### config.mk
export PLATFORM = sky130hd
export DESIGN_NAME = iormf_bank
export DESIGN_NICKNAME = d
export VERILOG_FILES = /design/src/hdl/iormf_pkg.sv /design/src/hdl/iormf_flag.sv /design/src/hdl/iormf_bank.sv
export VERILOG_INCLUDE_DIRS = /design/src /design/src/hdl
export SDC_FILE = /design/constraint.sdc
export NUM_CORES = 1
export LEC_CHECK = 0
export ABC_AREA = 1
export BUFFER_PORTS_ARGS = -buffer_cell sky130_fd_sc_hd__buf_2
export CORE_ASPECT_RATIO = 1.2
export CORE_MARGIN = 3
export CORE_UTILIZATION = 48
export DETAILED_ROUTE_END_ITERATION = 10
export GPL_ROUTABILITY_DRIVEN = 0
export GPL_TIMING_DRIVEN = 0
export PLACE_DENSITY = 0.79
export SLEW_MARGIN = 20
export SYNTH_ARGS = -nofsm -noshare
export SYNTH_HDL_FRONTEND = slang
export SYNTH_SLANG_ARGS = --single-unit
### constraint.sdc
create_clock -name clk_i -period 1.1 [get_ports clk_i]
set_input_delay 0.055 -clock clk_i [delete_from_list [all_inputs] [get_ports clk_i]]
set_output_delay 0.055 -clock clk_i [all_outputs]
set_load 0.005 [all_outputs]
### src/hdl/iormf_defs.svh
// offsets, field positions and reset values of the peripheral register bank
`ifndef IORMF_DEFS_SVH
`define IORMF_DEFS_SVH
`define IORMF_ADDR_W        8
`define IORMF_OFF_PINS      8'he0
`define IORMF_OFF_TAPS      8'he3
`define IORMF_OFF_CNT0      8'he4
`define IORMF_OFF_CNT1      8'he5
`define IORMF_OFF_CNT2      8'he6
`define IORMF_OFF_CNT3      8'he7
`define IORMF_OFF_PIN_EN    8'he8
`define IORMF_OFF_TICK_EN   8'heb
`define IORMF_OFF_CONV_EN   8'hec
`define IORMF_OFF_PIN_PEND  8'hed
`define IORMF_OFF_TICK_PEND 8'hef
`define IORMF_TICK2_BIT     2
`define IORMF_TICK8_BIT     1
`define IORMF_TICK32_BIT    0
`define IORMF_RST_NIB       4'h0
`define IORMF_RST_TICK      3'h0
`endif

### src/hdl/iormf_pkg.sv
// types shared by the peripheral register bank
package iormf_pkg;
  typedef logic [3:0] iormf_nib_t;
  typedef logic [2:0] iormf_tick_t;
endpackage

### src/hdl/iormf_flag.sv
// one sticky event flag that clears after a read
`timescale 1ns/1ps
module iormf_flag (
  // clock and reset
  input  wire logic clk_i,
  input  wire logic rst_i,
  // event and clear
  input  wire logic set_i,
  input  wire logic clr_i,
  // state
  output logic      flag_o
);
  // set wins over a clear in the same cycle so no event is lost
  always_ff @(posedge clk_i or posedge rst_i) begin
    if (rst_i) begin
      flag_o <= 1'b0;
    end else if (set_i) begin
      flag_o <= 1'b1;
    end else if (clr_i) begin
      flag_o <= 1'b0;
    end
  end
endmodule

### src/hdl/iormf_bank.sv
// peripheral register bank: ports, timer taps, counter, masks, factor flags
// Summary of operation
// - 0e0 reads the four input pin levels, high is 1, writes are ignored.
// - 0e3 reads the timer taps, bit3 2 Hz, bit2 4 Hz, bit1 8 Hz, bit0 16 Hz.
// - 0e4..0e7 read and write the 16-bit counter, lsb in bit0 of 0e4.
// - the counter msb is bit3 of 0e7.
// - 0e8 holds four pin interrupt enables, bit n for pin n, reset 0.
// - 0eb holds tick enables 2 Hz bit2, 8 Hz bit1, 32 Hz bit0; bit3 reads 0.
// - 0ec bit0 is the converter interrupt enable, reset 0, upper bits read 0.
// - 0ed bit0 is the pin interrupt factor flag, reset 0.
// - 0ef holds tick factor flags 2 Hz bit2, 8 Hz bit1, 32 Hz bit0.
// - a factor flag clears once a read of its register has returned it, unless its event arrives in that same cycle.
// - unimplemented mask and flag bits read 0.
// - reset clears every enable and every factor flag.
`timescale 1ns/1ps
`include "iormf_defs.svh"
module iormf_bank (
  // clock and reset
  input  wire logic                   clk_i,
  input  wire logic                   rst_i,
  // cpu data memory access
  input  wire logic [7:0]             addr_i,
  input  wire logic                   rd_i,
  input  wire logic                   wr_i,
  input  wire logic [3:0]             wdata_i,
  output logic      [3:0]             rdata_o,
  // pins and peripheral state
  input  wire logic [3:0]             input_pin_bits_i,
  input  wire logic [3:0]             timer_tap_bits_i,
  input  wire logic                   pin_event_i,
  input  wire logic                   tick2hz_event_i,
  input  wire logic                   tick8hz_event_i,
  input  wire logic                   tick32hz_event_i,
  input  wire logic                   converter_pending_i,
  // counter engine: load pulse with value, live value back
  output logic                        cnt_load_o,
  output logic      [15:0]            cnt_load_val_o,
  input  wire logic [15:0]            updown_count_bits_i,
  // mask outputs and interrupt request
  output logic      [3:0]             pin_irq_enable_bits_o,
  output logic      [2:0]             tick_irq_enable_o,
  output logic                        converter_irq_enable_o,
  output logic                        irq_o
);
  iormf_pkg::iormf_nib_t  pin_en_r;
  iormf_pkg::iormf_tick_t tick_en_r;
  logic                   conv_en_r;
  logic                   pin_pend;
  iormf_pkg::iormf_tick_t tick_pend;
  iormf_pkg::iormf_nib_t  rdata_nxt;
  logic [15:0]            load_nxt;
  logic                   rd_pin_pend;
  logic                   rd_tick_pend;
  logic                   irq_nxt;
  logic                   sel_pin_en;
  logic                   sel_tick_en;
  logic                   sel_conv_en;
  logic                   sel_cnt;

  // cpu accesses are plain memory cycles on addr/rd/wr
  assign rd_pin_pend  = rd_i && (addr_i == `IORMF_OFF_PIN_PEND);
  assign rd_tick_pend = rd_i && (addr_i == `IORMF_OFF_TICK_PEND);
  // write decodes, one per target register
  assign sel_pin_en   = addr_i == `IORMF_OFF_PIN_EN;
  assign sel_tick_en  = addr_i == `IORMF_OFF_TICK_EN;
  assign sel_conv_en  = addr_i == `IORMF_OFF_CONV_EN;
  // the four counter nibbles share one aligned block of addresses
  assign sel_cnt      = addr_i[7:2] == 6'(`IORMF_OFF_CNT0 >> 2);

  // pin enables
  always_ff @(posedge clk_i or posedge rst_i) begin
    if (rst_i) begin
      pin_en_r <= `IORMF_RST_NIB;
    end else if (wr_i && sel_pin_en) begin
      pin_en_r <= wdata_i;
    end
  end

  // tick enables; bit3 has no storage, so a write there is lost on purpose
  always_ff @(posedge clk_i or posedge rst_i) begin
    if (rst_i) begin
      tick_en_r <= `IORMF_RST_TICK;
    end else if (wr_i && sel_tick_en) begin
      tick_en_r <= wdata_i[2:0];
    end
  end

  // converter enable; only bit0 is stored
  always_ff @(posedge clk_i or posedge rst_i) begin
    if (rst_i) begin
      conv_en_r <= 1'b0;
    end else if (wr_i && sel_conv_en) begin
      conv_en_r <= wdata_i[0];
    end
  end

  // factor flags: the clear follows the read that returned the value
  iormf_flag u_pin_flag (
    .clk_i  (clk_i),
    .rst_i  (rst_i),
    .set_i  (pin_event_i),
    .clr_i  (rd_pin_pend),
    .flag_o (pin_pend)
  );
  iormf_flag u_t2_flag (
    .clk_i  (clk_i),
    .rst_i  (rst_i),
    .set_i  (tick2hz_event_i),
    .clr_i  (rd_tick_pend),
    .flag_o (tick_pend[`IORMF_TICK2_BIT])
  );
  iormf_flag u_t8_flag (
    .clk_i  (clk_i),
    .rst_i  (rst_i),
    .set_i  (tick8hz_event_i),
    .clr_i  (rd_tick_pend),
    .flag_o (tick_pend[`IORMF_TICK8_BIT])
  );
  iormf_flag u_t32_flag (
    .clk_i  (clk_i),
    .rst_i  (rst_i),
    .set_i  (tick32hz_event_i),
    .clr_i  (rd_tick_pend),
    .flag_o (tick_pend[`IORMF_TICK32_BIT])
  );

  // read mux; unmapped addresses read 0
  always_comb begin
    rdata_nxt = 4'h0;
    unique case (addr_i)
      `IORMF_OFF_PINS:      rdata_nxt = input_pin_bits_i;
      `IORMF_OFF_TAPS:      rdata_nxt = timer_tap_bits_i;
      `IORMF_OFF_CNT0:      rdata_nxt = updown_count_bits_i[3:0];
      `IORMF_OFF_CNT1:      rdata_nxt = updown_count_bits_i[7:4];
      `IORMF_OFF_CNT2:      rdata_nxt = updown_count_bits_i[11:8];
      `IORMF_OFF_CNT3:      rdata_nxt = updown_count_bits_i[15:12];
      `IORMF_OFF_PIN_EN:    rdata_nxt = pin_en_r;
      `IORMF_OFF_TICK_EN:   rdata_nxt = {1'b0, tick_en_r};
      `IORMF_OFF_CONV_EN:   rdata_nxt = {3'h0, conv_en_r};
      `IORMF_OFF_PIN_PEND:  rdata_nxt = {3'h0, pin_pend};
      `IORMF_OFF_TICK_PEND: rdata_nxt = {1'b0, tick_pend};
      default:              rdata_nxt = 4'h0;
    endcase
  end

  // read data registered: it leaves the cycle after rd_i, the same edge clears the flag
  always_ff @(posedge clk_i or posedge rst_i) begin
    if (rst_i) begin
      rdata_o <= 4'h0;
    end else if (rd_i) begin
      rdata_o <= rdata_nxt;
    end
  end

  // counter nibble write merges into the live value
  always_comb begin
    load_nxt = updown_count_bits_i;
    unique case (addr_i)
      `IORMF_OFF_CNT0: load_nxt[3:0]   = wdata_i;
      `IORMF_OFF_CNT1: load_nxt[7:4]   = wdata_i;
      `IORMF_OFF_CNT2: load_nxt[11:8]  = wdata_i;
      `IORMF_OFF_CNT3: load_nxt[15:12] = wdata_i;
      default:         load_nxt = updown_count_bits_i;
    endcase
  end

  always_ff @(posedge clk_i or posedge rst_i) begin
    if (rst_i) begin
      cnt_load_o     <= 1'b0;
      cnt_load_val_o <= 16'h0000;
    end else begin
      cnt_load_o     <= wr_i && sel_cnt;
      cnt_load_val_o <= load_nxt;
    end
  end

  // interrupt request; pins reach it only through their factor flag, the per-pin
  // level compare against the enables lives in the pin comparator outside
  assign irq_nxt = (pin_pend & |pin_en_r) | (|(tick_pend & tick_en_r))
                 | (converter_pending_i & conv_en_r);

  always_ff @(posedge clk_i or posedge rst_i) begin
    if (rst_i) begin
      irq_o <= 1'b0;
    end else begin
      irq_o <= irq_nxt;
    end
  end

  // enables copied out, one cycle behind the registers
  always_ff @(posedge clk_i or posedge rst_i) begin
    if (rst_i) begin
      pin_irq_enable_bits_o  <= 4'h0;
      tick_irq_enable_o      <= 3'h0;
      converter_irq_enable_o <= 1'b0;
    end else begin
      pin_irq_enable_bits_o  <= pin_en_r;
      tick_irq_enable_o      <= tick_en_r;
      converter_irq_enable_o <= conv_en_r;
    end
  end

  // assertions
  a_pend_clear_read: assert property (
    @(posedge clk_i) disable iff (rst_i)
    rd_pin_pend && !pin_event_i |=> !pin_pend)
    else $error("pin flag not cleared");
  a_tick_clear_read: assert property (
    @(posedge clk_i) disable iff (rst_i)
    rd_tick_pend && !tick2hz_event_i |=> !tick_pend[2])
    else $error("tick flag kept");
  a_t8_clear_read: assert property (
    @(posedge clk_i) disable iff (rst_i)
    rd_tick_pend && !tick8hz_event_i |=> !tick_pend[1])
    else $error("8 Hz flag kept");
  a_t32_clear_read: assert property (
    @(posedge clk_i) disable iff (rst_i)
    rd_tick_pend && !tick32hz_event_i |=> !tick_pend[0])
    else $error("32 Hz flag kept");
  a_pin_set_wins: assert property (
    @(posedge clk_i) disable iff (rst_i)
    rd_pin_pend && pin_event_i |=> pin_pend)
    else $error("pin event lost under read");
  a_tick_set_wins: assert property (
    @(posedge clk_i) disable iff (rst_i)
    rd_tick_pend && tick2hz_event_i |=> tick_pend[2])
    else $error("tick event lost under read");
  a_event_sets_flag: assert property (
    @(posedge clk_i) disable iff (rst_i)
    tick8hz_event_i |=> tick_pend[1])
    else $error("event lost");
  a_t2_event_flag: assert property (
    @(posedge clk_i) disable iff (rst_i)
    tick2hz_event_i |=> tick_pend[2])
    else $error("2 Hz event lost");
  a_t32_event_flag: assert property (
    @(posedge clk_i) disable iff (rst_i)
    tick32hz_event_i |=> tick_pend[0])
    else $error("32 Hz event lost");
  a_pin_event_flag: assert property (
    @(posedge clk_i) disable iff (rst_i)
    pin_event_i |=> pin_pend)
    else $error("pin event lost");
  a_pin_flag_holds: assert property (
    @(posedge clk_i) disable iff (rst_i)
    pin_pend && !rd_pin_pend |=> pin_pend)
    else $error("pin flag dropped unread");
  a_tick_flag_holds: assert property (
    @(posedge clk_i) disable iff (rst_i)
    tick_pend[1] && !rd_tick_pend |=> tick_pend[1])
    else $error("tick flag dropped unread");
  a_pin_read_data: assert property (
    @(posedge clk_i) disable iff (rst_i)
    rd_i && addr_i == `IORMF_OFF_PINS |=> rdata_o == $past(input_pin_bits_i))
    else $error("pin read wrong");
  a_tap_read_data: assert property (
    @(posedge clk_i) disable iff (rst_i)
    rd_i && addr_i == `IORMF_OFF_TAPS |=> rdata_o == $past(timer_tap_bits_i))
    else $error("tap read wrong");
  a_lsb_read_data: assert property (
    @(posedge clk_i) disable iff (rst_i)
    rd_i && addr_i == `IORMF_OFF_CNT0 |=> rdata_o == $past(updown_count_bits_i[3:0]))
    else $error("lsb nibble read wrong");
  a_mid_read_data: assert property (
    @(posedge clk_i) disable iff (rst_i)
    rd_i && addr_i == `IORMF_OFF_CNT1 |=> rdata_o == $past(updown_count_bits_i[7:4]))
    else $error("second nibble read wrong");
  a_msb_read_data: assert property (
    @(posedge clk_i) disable iff (rst_i)
    rd_i && addr_i == `IORMF_OFF_CNT3 |=> rdata_o[3] == $past(updown_count_bits_i[15]))
    else $error("msb read wrong");
  a_pin_en_read: assert property (
    @(posedge clk_i) disable iff (rst_i)
    rd_i && addr_i == `IORMF_OFF_PIN_EN |=> rdata_o == $past(pin_en_r))
    else $error("pin enable read wrong");
  a_tick_en_read: assert property (
    @(posedge clk_i) disable iff (rst_i)
    rd_i && addr_i == `IORMF_OFF_TICK_EN |=> rdata_o == {1'b0, $past(tick_en_r)})
    else $error("tick enable read wrong");
  a_pin_pend_read: assert property (
    @(posedge clk_i) disable iff (rst_i)
    rd_i && addr_i == `IORMF_OFF_PIN_PEND |=> rdata_o[0] == $past(pin_pend))
    else $error("pin flag read wrong");
  a_tick_pend_read: assert property (
    @(posedge clk_i) disable iff (rst_i)
    rd_i && addr_i == `IORMF_OFF_TICK_PEND |=> rdata_o[2:0] == $past(tick_pend))
    else $error("tick flags read wrong");
  a_zero_upper_bits: assert property (
    @(posedge clk_i) disable iff (rst_i)
    rd_i && addr_i == `IORMF_OFF_PIN_PEND |=> rdata_o[3:1] == 3'h0)
    else $error("upper bits not 0");
  a_tick_top_zero: assert property (
    @(posedge clk_i) disable iff (rst_i)
    rd_i && addr_i == `IORMF_OFF_TICK_PEND |=> !rdata_o[3])
    else $error("tick flag top bit not 0");
  a_conv_top_zero: assert property (
    @(posedge clk_i) disable iff (rst_i)
    rd_i && addr_i == `IORMF_OFF_CONV_EN |=> rdata_o[3:1] == 3'h0)
    else $error("converter upper bits not 0");
  a_rdata_holds: assert property (
    @(posedge clk_i) disable iff (rst_i)
    !rd_i |=> $stable(rdata_o))
    else $error("read data moved without a read");
  a_load_pulse: assert property (
    @(posedge clk_i) disable iff (rst_i)
    wr_i && sel_cnt |=> cnt_load_o)
    else $error("counter load missing");
  a_load_quiet: assert property (
    @(posedge clk_i) disable iff (rst_i)
    !(wr_i && sel_cnt) |=> !cnt_load_o)
    else $error("spurious counter load");
  a_lsb_load_val: assert property (
    @(posedge clk_i) disable iff (rst_i)
    wr_i && addr_i == `IORMF_OFF_CNT0 |=> cnt_load_val_o[3:0] == $past(wdata_i))
    else $error("lsb nibble load wrong");
  a_msb_load_val: assert property (
    @(posedge clk_i) disable iff (rst_i)
    wr_i && addr_i == `IORMF_OFF_CNT3 |=> cnt_load_val_o[15:12] == $past(wdata_i))
    else $error("msb nibble load wrong");
  a_mask_write: assert property (
    @(posedge clk_i) disable iff (rst_i)
    wr_i && addr_i == `IORMF_OFF_PIN_EN |=> ##1 pin_irq_enable_bits_o == $past(wdata_i, 2))
    else $error("mask write lost");
  a_tick_write: assert property (
    @(posedge clk_i) disable iff (rst_i)
    wr_i && addr_i == `IORMF_OFF_TICK_EN |=> ##1 tick_irq_enable_o == $past(wdata_i[2:0], 2))
    else $error("tick enable lost");
  a_conv_write: assert property (
    @(posedge clk_i) disable iff (rst_i)
    wr_i && addr_i == `IORMF_OFF_CONV_EN |=> ##1 converter_irq_enable_o == $past(wdata_i[0], 2))
    else $error("conv enable lost");
  a_irq_tick: assert property (
    @(posedge clk_i) disable iff (rst_i)
    tick_pend[0] && tick_en_r[0] |=> irq_o)
    else $error("irq missing");
  a_irq_pin: assert property (
    @(posedge clk_i) disable iff (rst_i)
    pin_pend && |pin_en_r |=> irq_o)
    else $error("pin irq missing");
  a_irq_conv: assert property (
    @(posedge clk_i) disable iff (rst_i)
    converter_pending_i && conv_en_r |=> irq_o)
    else $error("converter irq missing");
  a_irq_quiet: assert property (
    @(posedge clk_i) disable iff (rst_i)
    !pin_pend && tick_pend == 3'h0 && !converter_pending_i |=> !irq_o)
    else $error("spurious irq");
  a_reset_clear: assert property (
    @(posedge clk_i)
    $fell(rst_i) |-> !pin_pend && tick_en_r == 3'h0)
    else $error("reset state wrong");
  a_reset_masks: assert property (
    @(posedge clk_i)
    $fell(rst_i) |-> pin_en_r == 4'h0 && !conv_en_r && tick_pend == 3'h0)
    else $error("reset masks wrong");
endmodule

==> results of run 1 <==
[flip-flops by register name (all words and copies together) (netlist names)]
name	flops
u_t32_flag.flag_o	1
cnt_load_o	1
pin_irq_enable_bits_o	4
rdata_o	4
u_t8_flag.flag_o	1
cnt_load_val_o	16
converter_irq_enable_o	1
conv_en_r	1
pin_en_r	4
u_t2_flag.flag_o	1
u_pin_flag.flag_o	1
irq_o	1
tick_en_r	3
tick_irq_enable_o	3
[cell type report]
| type | count | area share (%) |
|---|---|---|
| Inverter | 20 | 2.73 |
| Clock inverter | 3 | 1.59 |
| Buffer | 4 | 1.37 |
| Multi-Input combinational cell | 164 | 29.9 |
| Tap cell | 52 | 2.37 |
| Sequential cell | 42 | 38.2 |
| Timing Repair Buffer | 95 | 21.3 |
| Clock buffer | 5 | 2.50 |
[per-layer routing]
metal,wire length (um),track usage (%)
met1,2060,28.9
met2,2430,34.3
met3,462,4.14
met4,112,7.82
met5,0,0
[power breakdown]
group          switching, mW  internal, mW  total [mW]
logic                  0.218         0.201       0.419
clock network          0.530         0.680        1.21
registers             0.0289          1.61        1.64
[per-stage QoR]
step                      total power [mW]  TNS, ps  std cells  hold WS (ps)  worst slack (ps)
after floorplan                       1.83        0        230           147              70.6
after global placement                2.02   -15100        356           244              -360
after detailed placement              2.04     -110        357          79.0             -32.2
after CTS                             3.28        0        380          1.01              14.6
after global routing                  3.42    -6.77        385          10.8             -6.77
final                                 3.27        0        385         -1.89              78.5
[tightest hold or removal path, stage by stage]
cell and delay (ps):
buf_2 90, nand2_1 40, o21ai_0 60
[path summary, 6_finish.rpt]
check                           slack [ps]                        to                    from
worst max-delay path                    80                     irq_o            tick_en_r[1]
min in group asynchronous              290  pin_irq_enable_bits_o[1]                   rst_i
worst min register to register         460  pin_irq_enable_bits_o[2]             pin_en_r[2]
worst min-delay path                    -2         cnt_load_val_o[9]  updown_count_bits_i[9]
worst max register to register          80                     irq_o            tick_en_r[1]
max in group asynchronous              350                rdata_o[3]                   rst_i
[layout by cell type (no fill, tap or decap), types with 2 or more instances in the layout]
master,netlist,layout
nand2_1,57,55
inv_1,19,18
dlygate4sd3_1,0,15
o21bai_1,3,3
clkbuf_8,0,5
nand3_1,38,36
o21ai_0,24,24
nand2_2,7,9
nor2_1,20,17
buf_6,2,2
buf_2,0,74
inv_2,1,2
buf_4,2,7
nand3_2,2,4
dfrtp_1,42,42
nor2_2,2,5
[kinds of logic (layout without fill, tap and decap cells)]
| logic type | Yosys count | in the layout |
|---|---|---|
| flops | 42 | 42 |
| compound gates | 33 | 33 |
| buf+inv | 24 | 127 |
| simple gates | 131 | 131 |
[timing repair]
item | in CTS | in global routing
endpoints found under the hold margin | 33 | 0
resized for setup | 0 | 8
hold buffers | 15 | 0
buffers inserted | 0 | 5
endpoints found under the setup margin | 0 | 2
==> impl_metrics.ini, run 1 <==
[global_routing]
first_global_vias = 1770
grt_pass1_wl_mm = 8.28
globalRouteTotalUtil_pct = 21.5
grt.overflow.total = 0
antenna_found_initial = 0
grt_max_degree = 24

[sta]
fmax_ghz = 0.979
fin_skew_ps = 3.47
tightest_slew_ps = 507
min_period_over_period_pct = 92.9
setup_viol = 0
period_minus_slack_ps = 1020
finalHoldViolCount = 1
hold_slack_ps = -1.89
rsz0062_at_grt = true
drv_slew = 0
slew_headroom_pct = 65.9

[route]
drt-pass1-iter-count = 4
routed_wl_mm = 5.06
final_antenna_net_count = 0
drc_errors = 0
drt_iter0_markers = 80
detail_route.wl_per_cell_um = 13.1
vias = 1942
via_per_inst = 5.04

[die]
initial_core_util_pct = 51.7
die_h_um = 75.9
dieArea_um2 = 4880
ioPinCount = 75
coreArea_um2 = 3780
num_rows = 24
die_w_um = 64.3

[yosys]
syn_nets = 275
yosysSeqAreaShare_pct = 53.7
synth_top_cell_area_share_pct = 53.7
synthArstFlopShare_pct = 100
synth-compound-area-share_pct = 9.65
syn-mean-instance-area_um2 = 8.51
synth_fa_ha_area_share_pct = 0
synth-seq-cells = 42
yosys_most_used_dff = dfrtp_1
synth_top_area_cell = dfrtp_1
yosys-top-cells-count = nand2_1 (57), dfrtp_1 (42), nand3_1 (38), o21ai_0 (24), nor2_1 (20)
synth_top_family_by_area = simple AND/OR/NAND/NOR gates
synth_most_common_cell = nand2_1
yosys_warnings = 0
synthMuxAreaShare_pct = 0
synth_area_um2 = 1960
synth_xor_area_share_pct = 0
synth-simple-area-share_pct = 30.9
netlist_top_cells_area = dfrtp_1 (54%), nand2_1 (11%), nand3_1 (9.7%)
ys_types = 24
netlist_instances = 230
synth_edf_count = 0

[power_and_ir_drop]
p_leak_nw = 1.55
power_density_nw_per_um2 = 1190
peakVddDrop_mv = 0.681

[critical_path]
slowest_delay_ps = 420
path_class = flip-flop to flip-flop
worst-path-buf-inv = 0
worst-path-stages = 3
cp.arrival_ps = 1200
path_max_fanout = 4
path_cells = a22o_1 > a221oi_2 > nand2_1
required_ps = 1280
crit_slowest_cell = dfrtp_1
crit_path_end_kind = flip-flop
crit_path_start_kind = flip-flop
rr_worst_depth = 3
path_delay_family = flip-flops

[flow_run]
cap_violations = 0

[min_path]
hold_class = input port to flip-flop
whs_path_depth = 3

[place]
hpwl_mm = 3.73
placed_area_um2 = 2420
numPortBuffers = 74

[finish]
diodes = 0
fin_area_um2 = 2750
fin_nets = 377
syn_to_final_growth_pct = 40.5
seq_area_um2 = 1050
postLayoutCoreUtil_pct = 72.7
n_fill_cell = 299
multi_input_area_um2 = 822
drive_gt1_share_pct = 34.5

[clock_network]
clkTransAtPathRegs_ps = 80
clockRootBuffer = clkbuf_8
htree_levels = 2
cts_tree = built
cts.sinks = 42
numCtsBuffers = 5
clk-insertion-delay-late_ps = 300
cts_max_path_buffers = 2

[run_status]
status = complete, but fails checks
failed_checks = hold timing
Power figures use the tool's default switching activity.
==> run 2: changes to the inputs <==
- ABC_AREA: 1 -> not set
- CORE_UTILIZATION: 48 -> 50
- CTS_BUF_LIST: not set -> sky130_fd_sc_hd__clkbuf_8
- PLACE_DENSITY: 0.79 -> 0.81
==> run 2 against run 1 <==
  * The flow finishes with violations (setup timing)
  * Worst hold slack gained 7.8 ps
  * Via count shrank 14%
  * Cell count fell by 20%
  * Synthesized cell count shrank 33%
  * Critical path type unchanged
  * Largest cell class unchanged
  * Largest power group unchanged
==> impl_metrics.ini, run 2 <==
[place]
numPortBuffers = 73
preCtsSetupSlack_ps = -397
hpwl_mm = 3.72

[global_routing]
grt_max_degree = 25
first_global_vias = 1642
antenna_found_initial = 0
grt_pass1_wl_mm = 8.16
grt.overflow.total = 0
globalRouteTotalUtil_pct = 22.9

[yosys]
yosys-top-cells-count = dfrtp_1 (42), mux2_2 (25), inv_1 (7), mux2i_1 (7), nand3_1 (5)
synthArstFlopShare_pct = 100
synth_top_area_cell = dfrtp_1
synth-seq-cells = 42
yosys_warnings = 0
syn_nets = 199
synth_edf_count = 0
netlist_top_cells_area = dfrtp_1 (53%), mux2_2 (14%), mux2i_1 (3.6%)
syn-mean-instance-area_um2 = 12.8
synth_area_um2 = 1970
yosysSeqAreaShare_pct = 53.4
ys_types = 46
synth_most_common_cell = dfrtp_1
synth_top_cell_area_share_pct = 53.4
yosys_most_used_dff = dfrtp_1
netlist_instances = 154

[finish]
final_common_cell = buf_2
largest_reg_flops = 16
drive_gt1_share_pct = 56.5
fin_nets = 299
syn_to_final_growth_pct = 43.1
top_register = cnt_load_val_o
layout_common_cells = buf_2 (74), dfrtp_1 (41), mux2_2 (23)
diodes = 0
postLayoutCoreUtil_pct = 76.2

[route]
via_per_inst = 5.44
routed_wl_mm = 5.33
detail_route.wl_per_cell_um = 17.4
drc_errors = 0
final_antenna_net_count = 0
drt-pass1-iter-count = 4
vias = 1671
drt_iter0_markers = 112

[die]
ioPinCount = 75
num_rows = 24
coreArea_um2 = 3690
die_w_um = 63.3
die_h_um = 74.7
dieArea_um2 = 4730
initial_core_util_pct = 53.3

[power_and_ir_drop]
netSwitchingPower_mw = 0.812
seqPwrFrac_pct = 48.6
peakVddDrop_mv = 0.804
power_frac_comb_pct = 16.0
power_density_nw_per_um2 = 1200
pwr-share-clk_pct = 35.4
p_sw_share_pct = 24.1
p_leak_nw = 1.39
internal-power_mw = 2.56

[sta]
fin_skew_ps = 6.59
drv_slew = 0
final.setup.tns_ps = -614
period_minus_slack_ps = 1230
fmax_ghz = 0.816
setup_viol = 8
rsz0062_at_grt = true
tightest_slew_ps = 592
setup_ws_ps = -125
slew_headroom_pct = 60.5
min_period_over_period_pct = 111
finalHoldViolCount = 0

[clock_network]
htree_levels = 2
cts_tree = built
cts.sinks = 42
clockRootBuffer = clkbuf_8
numCtsBuffers = 5
cts_max_path_buffers = 2
clk-insertion-delay-late_ps = 290
clkTransAtPathRegs_ps = 80

[flow_run]
cap_violations = 0

[min_path]
hold_class = input port to flip-flop

[critical_path]
crit_path_end_kind = flip-flop
path_max_fanout = 2
path_class = flip-flop to flip-flop
required_ps = 1270
crit_path_start_kind = flip-flop
cp.arrival_ps = 1400

[run_status]
failed_checks = setup timing
status = complete, but fails checks
[run 2: cell types whose count changed after synthesis, sizes merged, moves of 4 or more]
cell / previous run / this run
inv: 20 / 7
mux2i: 0 / 7
nor2: 23 / 3
nand3: 40 / 5
o21ai: 24 / 1
and3: 0 / 4
mux2: 0 / 26
nand2: 64 / 3
clkbuf: 0 / 4
[run 2: path summary, 6_finish.rpt]
check / from / endpoint / slack, ps / cells past startpoint
worst min-delay path: updown_count_bits_i[5] / cnt_load_val_o[5] / 6 / 2
min in group asynchronous: rst_i / irq_o / 300 / 3
worst min register to register: pin_en_r[1] / pin_irq_enable_bits_o[1] / 450 / 0
max in group asynchronous: rst_i / pin_en_r[2] / 340 / 4
worst max-delay path: pin_en_r[3] / rdata_o[3] / -130 / 4
worst max register to register: pin_en_r[3] / rdata_o[3] / -130 / 4
[run 2: logic make-up after synthesis]
family	share of synthesized area, %
and+or+nand+nor	10.5
xor gates and xnor gates	0.445
DFF	53.4
buffers and inverters	3.82
AOI/OAI and AO/OA	12.0
muxes	19.8
[run 2: final cells by class]
type / instances / area (um2)
Sequential cell: 42 / 1050
Multi-Input combinational cell: 96 / 938
Fill cell: 241 / 880
Timing Repair Buffer: 93 / 557
Clock buffer: 5 / 68.8
Buffer: 9 / 65.1
Tap cell: 52 / 65.1
Clock inverter: 3 / 41.3
Inverter: 7 / 26.3
[run 2: metal layers]
| metal | vias up | GRT usage, % | part of all wire, % |
|---|---|---|---|
| met2 | 87 | 40.9 | 51 |
| met1 | 794 | 28.3 | 40 |
| met4 | 0 | 6.24 | 1.8 |
| met3 | 9 | 5.37 | 7.3 |
| met5 | - | 0 | 0 |
| li1 | 781 | - | - |
[run 2: through the flow]
step	total power [mW]	cells	hold WS [ps]	instance area, um2
finish	3.37	307	5.90	2810
global route	3.51	307	0.00833	2810
CTS	3.35	299	1.26	2690
detailed placement	2.12	280	79.5	2460
global placement	2.10	279	233	2430
floorplan	1.89	154	142	2000
[run 2: repair_timing]
action                                 in CTS  in global routing
setup buffers                               5                  7
setup endpoints to repair                  16                 20
hold buffers                                6                  1
endpoints found under the hold margin      23                  1
resized for setup                           4                 11
pin swaps                                   3                  9
[run 2: worst max-delay path, cell delays in order (launching register included)]
cell and delay, ps:
dfrtp_1 390, mux2_4 260, a32oi_2 160, a2bb2oi_2 190
o221ai_2 100
[run 2: power by group through the flow]
| stage | logic (mW) | registers (mW) | clock network (mW) |
|---|---|---|---|
| final | 0.539 | 1.64 | 1.19 |
| after CTS | 0.495 | 1.64 | 1.22 |
| after detailed placement | 0.445 | 1.67 | 0 |
| after floorplan | 0.216 | 1.68 | 0 |
| after global placement | 0.427 | 1.67 | 0 |
| after global routing | 0.583 | 1.64 | 1.28 |
==> run 3: changes to the inputs <==
- PLACE_DENSITY: 0.81 -> 0.85
==> run 3 against run 2 <==
  * The flow still finishes with violations (setup timing)
  * Maximum frequency about the same
  * Sequential share of layout area increased by 0.46 points
  * Setup slack got worse by 0.94 ps
  * Clock power about the same
  * Via count increased by 0.12%
  * Critical endpoint unchanged
  * Cell count decreased by 1.3%
  * Wire length increased by 1.4%
  * Critical path depth unchanged
  * Flip-flop and latch count unchanged
  * First-iteration DRC count decreased by 46%
==> impl_metrics.ini, run 3 (synthesis results as in run 2) <==
[run_status]
status = complete, but fails checks
failed_checks = setup timing

[global_routing]
grtUsageMet3_pct = 3.13
use_met1_pct = 28.8
use_met2_pct = 40.1
grt_pass1_wl_mm = 8.20
busiest_layer = met2
antenna_found_initial = 0
grt_max_degree = 29
grt.overflow.total = 0
first_global_vias = 1650
globalRouteTotalUtil_pct = 23.0

[route]
vias = 1673
drt_iter0_markers = 60
via_per_inst = 5.52
drc_errors = 0
detail_route.wl_per_cell_um = 17.8
drt-pass1-iter-count = 4
final_antenna_net_count = 0
routed_wl_mm = 5.40

[critical_path]
crit_path_end_kind = flip-flop
path_max_fanout = 2
path_class = flip-flop to flip-flop
crit_path_start_kind = flip-flop
required_ps = 1270
cp.arrival_ps = 1400

[power_and_ir_drop]
power_density_nw_per_um2 = 1200
power_frac_comb_pct = 15.5
peakVddDrop_mv = 0.677
pwr-share-clk_pct = 35.6
seqPwrFrac_pct = 48.9
power_mw = 3.34
netSwitchingPower_mw = 0.803
internal-power_mw = 2.54
p_sw_share_pct = 24.0
p_leak_nw = 1.38

[clock_network]
numCtsBuffers = 5
clk-insertion-delay-late_ps = 290
clkTransAtPathRegs_ps = 80
cts_max_path_buffers = 2
cts.sinks = 42
clockRootBuffer = clkbuf_8
cts_tree = built
htree_levels = 2

[finish]
fin_area_um2 = 2780
drive_gt1_share_pct = 56.6
layout_common_cells = buf_2 (73), dfrtp_1 (42), mux2_2 (23)
final_common_cell = buf_2
fin_nets = 295
syn_to_final_growth_pct = 41.2
postLayoutCoreUtil_pct = 75.2
largest_reg_flops = 16
diodes = 0
top_register = cnt_load_val_o

[sta]
tightest_slew_ps = 510
period_minus_slack_ps = 1230
fmax_ghz = 0.815
drv_slew = 0
fin_skew_ps = 2.22
slew_headroom_pct = 65.9
rsz0062_at_grt = true
finalHoldViolCount = 0
setup_ws_ps = -126
setup_viol = 5
final.setup.tns_ps = -293
hold_slack_ps = 10.3
min_period_over_period_pct = 111

[flow_run]
cap_violations = 0

[place]
numPortBuffers = 73
hpwl_mm = 3.82
placed_area_um2 = 2450

[die]
initial_core_util_pct = 53.3
ioPinCount = 75
coreArea_um2 = 3690
die_w_um = 63.3
die_h_um = 74.7
num_rows = 24
dieArea_um2 = 4730

[min_path]
hold_class = input port to flip-flop
run 3: layout make-up:
class                   count  area, um2
fillers                   252        917
clock inverters             3       41.3
multi-input cells          96        936
plain buffers               9       65.1
repair buffers             89        523
flip-flops and latches     42       1050
clock buffers               5       68.8
well taps                  52       65.1
inverters                   7       26.3
run 3: worst paths after layout:
path	to	cells past startpoint	slack, ps	start
max in group asynchronous	cnt_load_val_o[11]	4	370	rst_i
worst max-delay path	rdata_o[3]	4	-130	pin_en_r[3]
worst min-delay path	cnt_load_val_o[15]	2	10	updown_count_bits_i[15]
worst max register to register	rdata_o[3]	4	-130	pin_en_r[3]
min in group asynchronous	tick_irq_enable_o[1]	3	280	rst_i
worst min register to register	converter_irq_enable_o	0	450	conv_en_r
run 3: power by group through the flow:
stage | Clock, mW | Sequential, mW | Combinational [mW]
5_1_grt | 1.27 | 1.64 | 0.562
3_3_place_gp | 0 | 1.67 | 0.426
6_report | 1.19 | 1.64 | 0.519
2_1_floorplan | 0 | 1.68 | 0.216
4_1_cts | 1.21 | 1.64 | 0.485
3_5_place_dp | 0 | 1.67 | 0.444
run 3: timing repair:
action	in CTS	in global routing
endpoints found under the setup margin	14	13
setup buffers	6	3
resized for setup	1	19
hold buffers	6	0
pin swaps	3	9
endpoints found under the hold margin	19	0
gates cloned	0	0
run 3: worst max-delay path: stages (launching register included):
cell       delay, ps
dfrtp_1          410
mux2_4           270
a32oi_2          160
a2bb2oi_2        180
o221ai_2         100
run 3: through the flow:
| stage | setup slack (ps) | cells |
|---|---|---|
| 2_1_floorplan | -55.3 | 154 |
| 5_1_grt | -186 | 303 |
| 6_report | -126 | 303 |
| 3_3_place_gp | -390 | 279 |
| 3_5_place_dp | -354 | 280 |
| 4_1_cts | -176 | 300 |
run 3: per-layer routing:
metal | wire (um) | vias to the layer above
met5 | 0 | -
met4 | 147 | 0
met3 | 322 | 18
met2 | 2780 | 82
met1 | 2150 | 803
li1 | - | 770
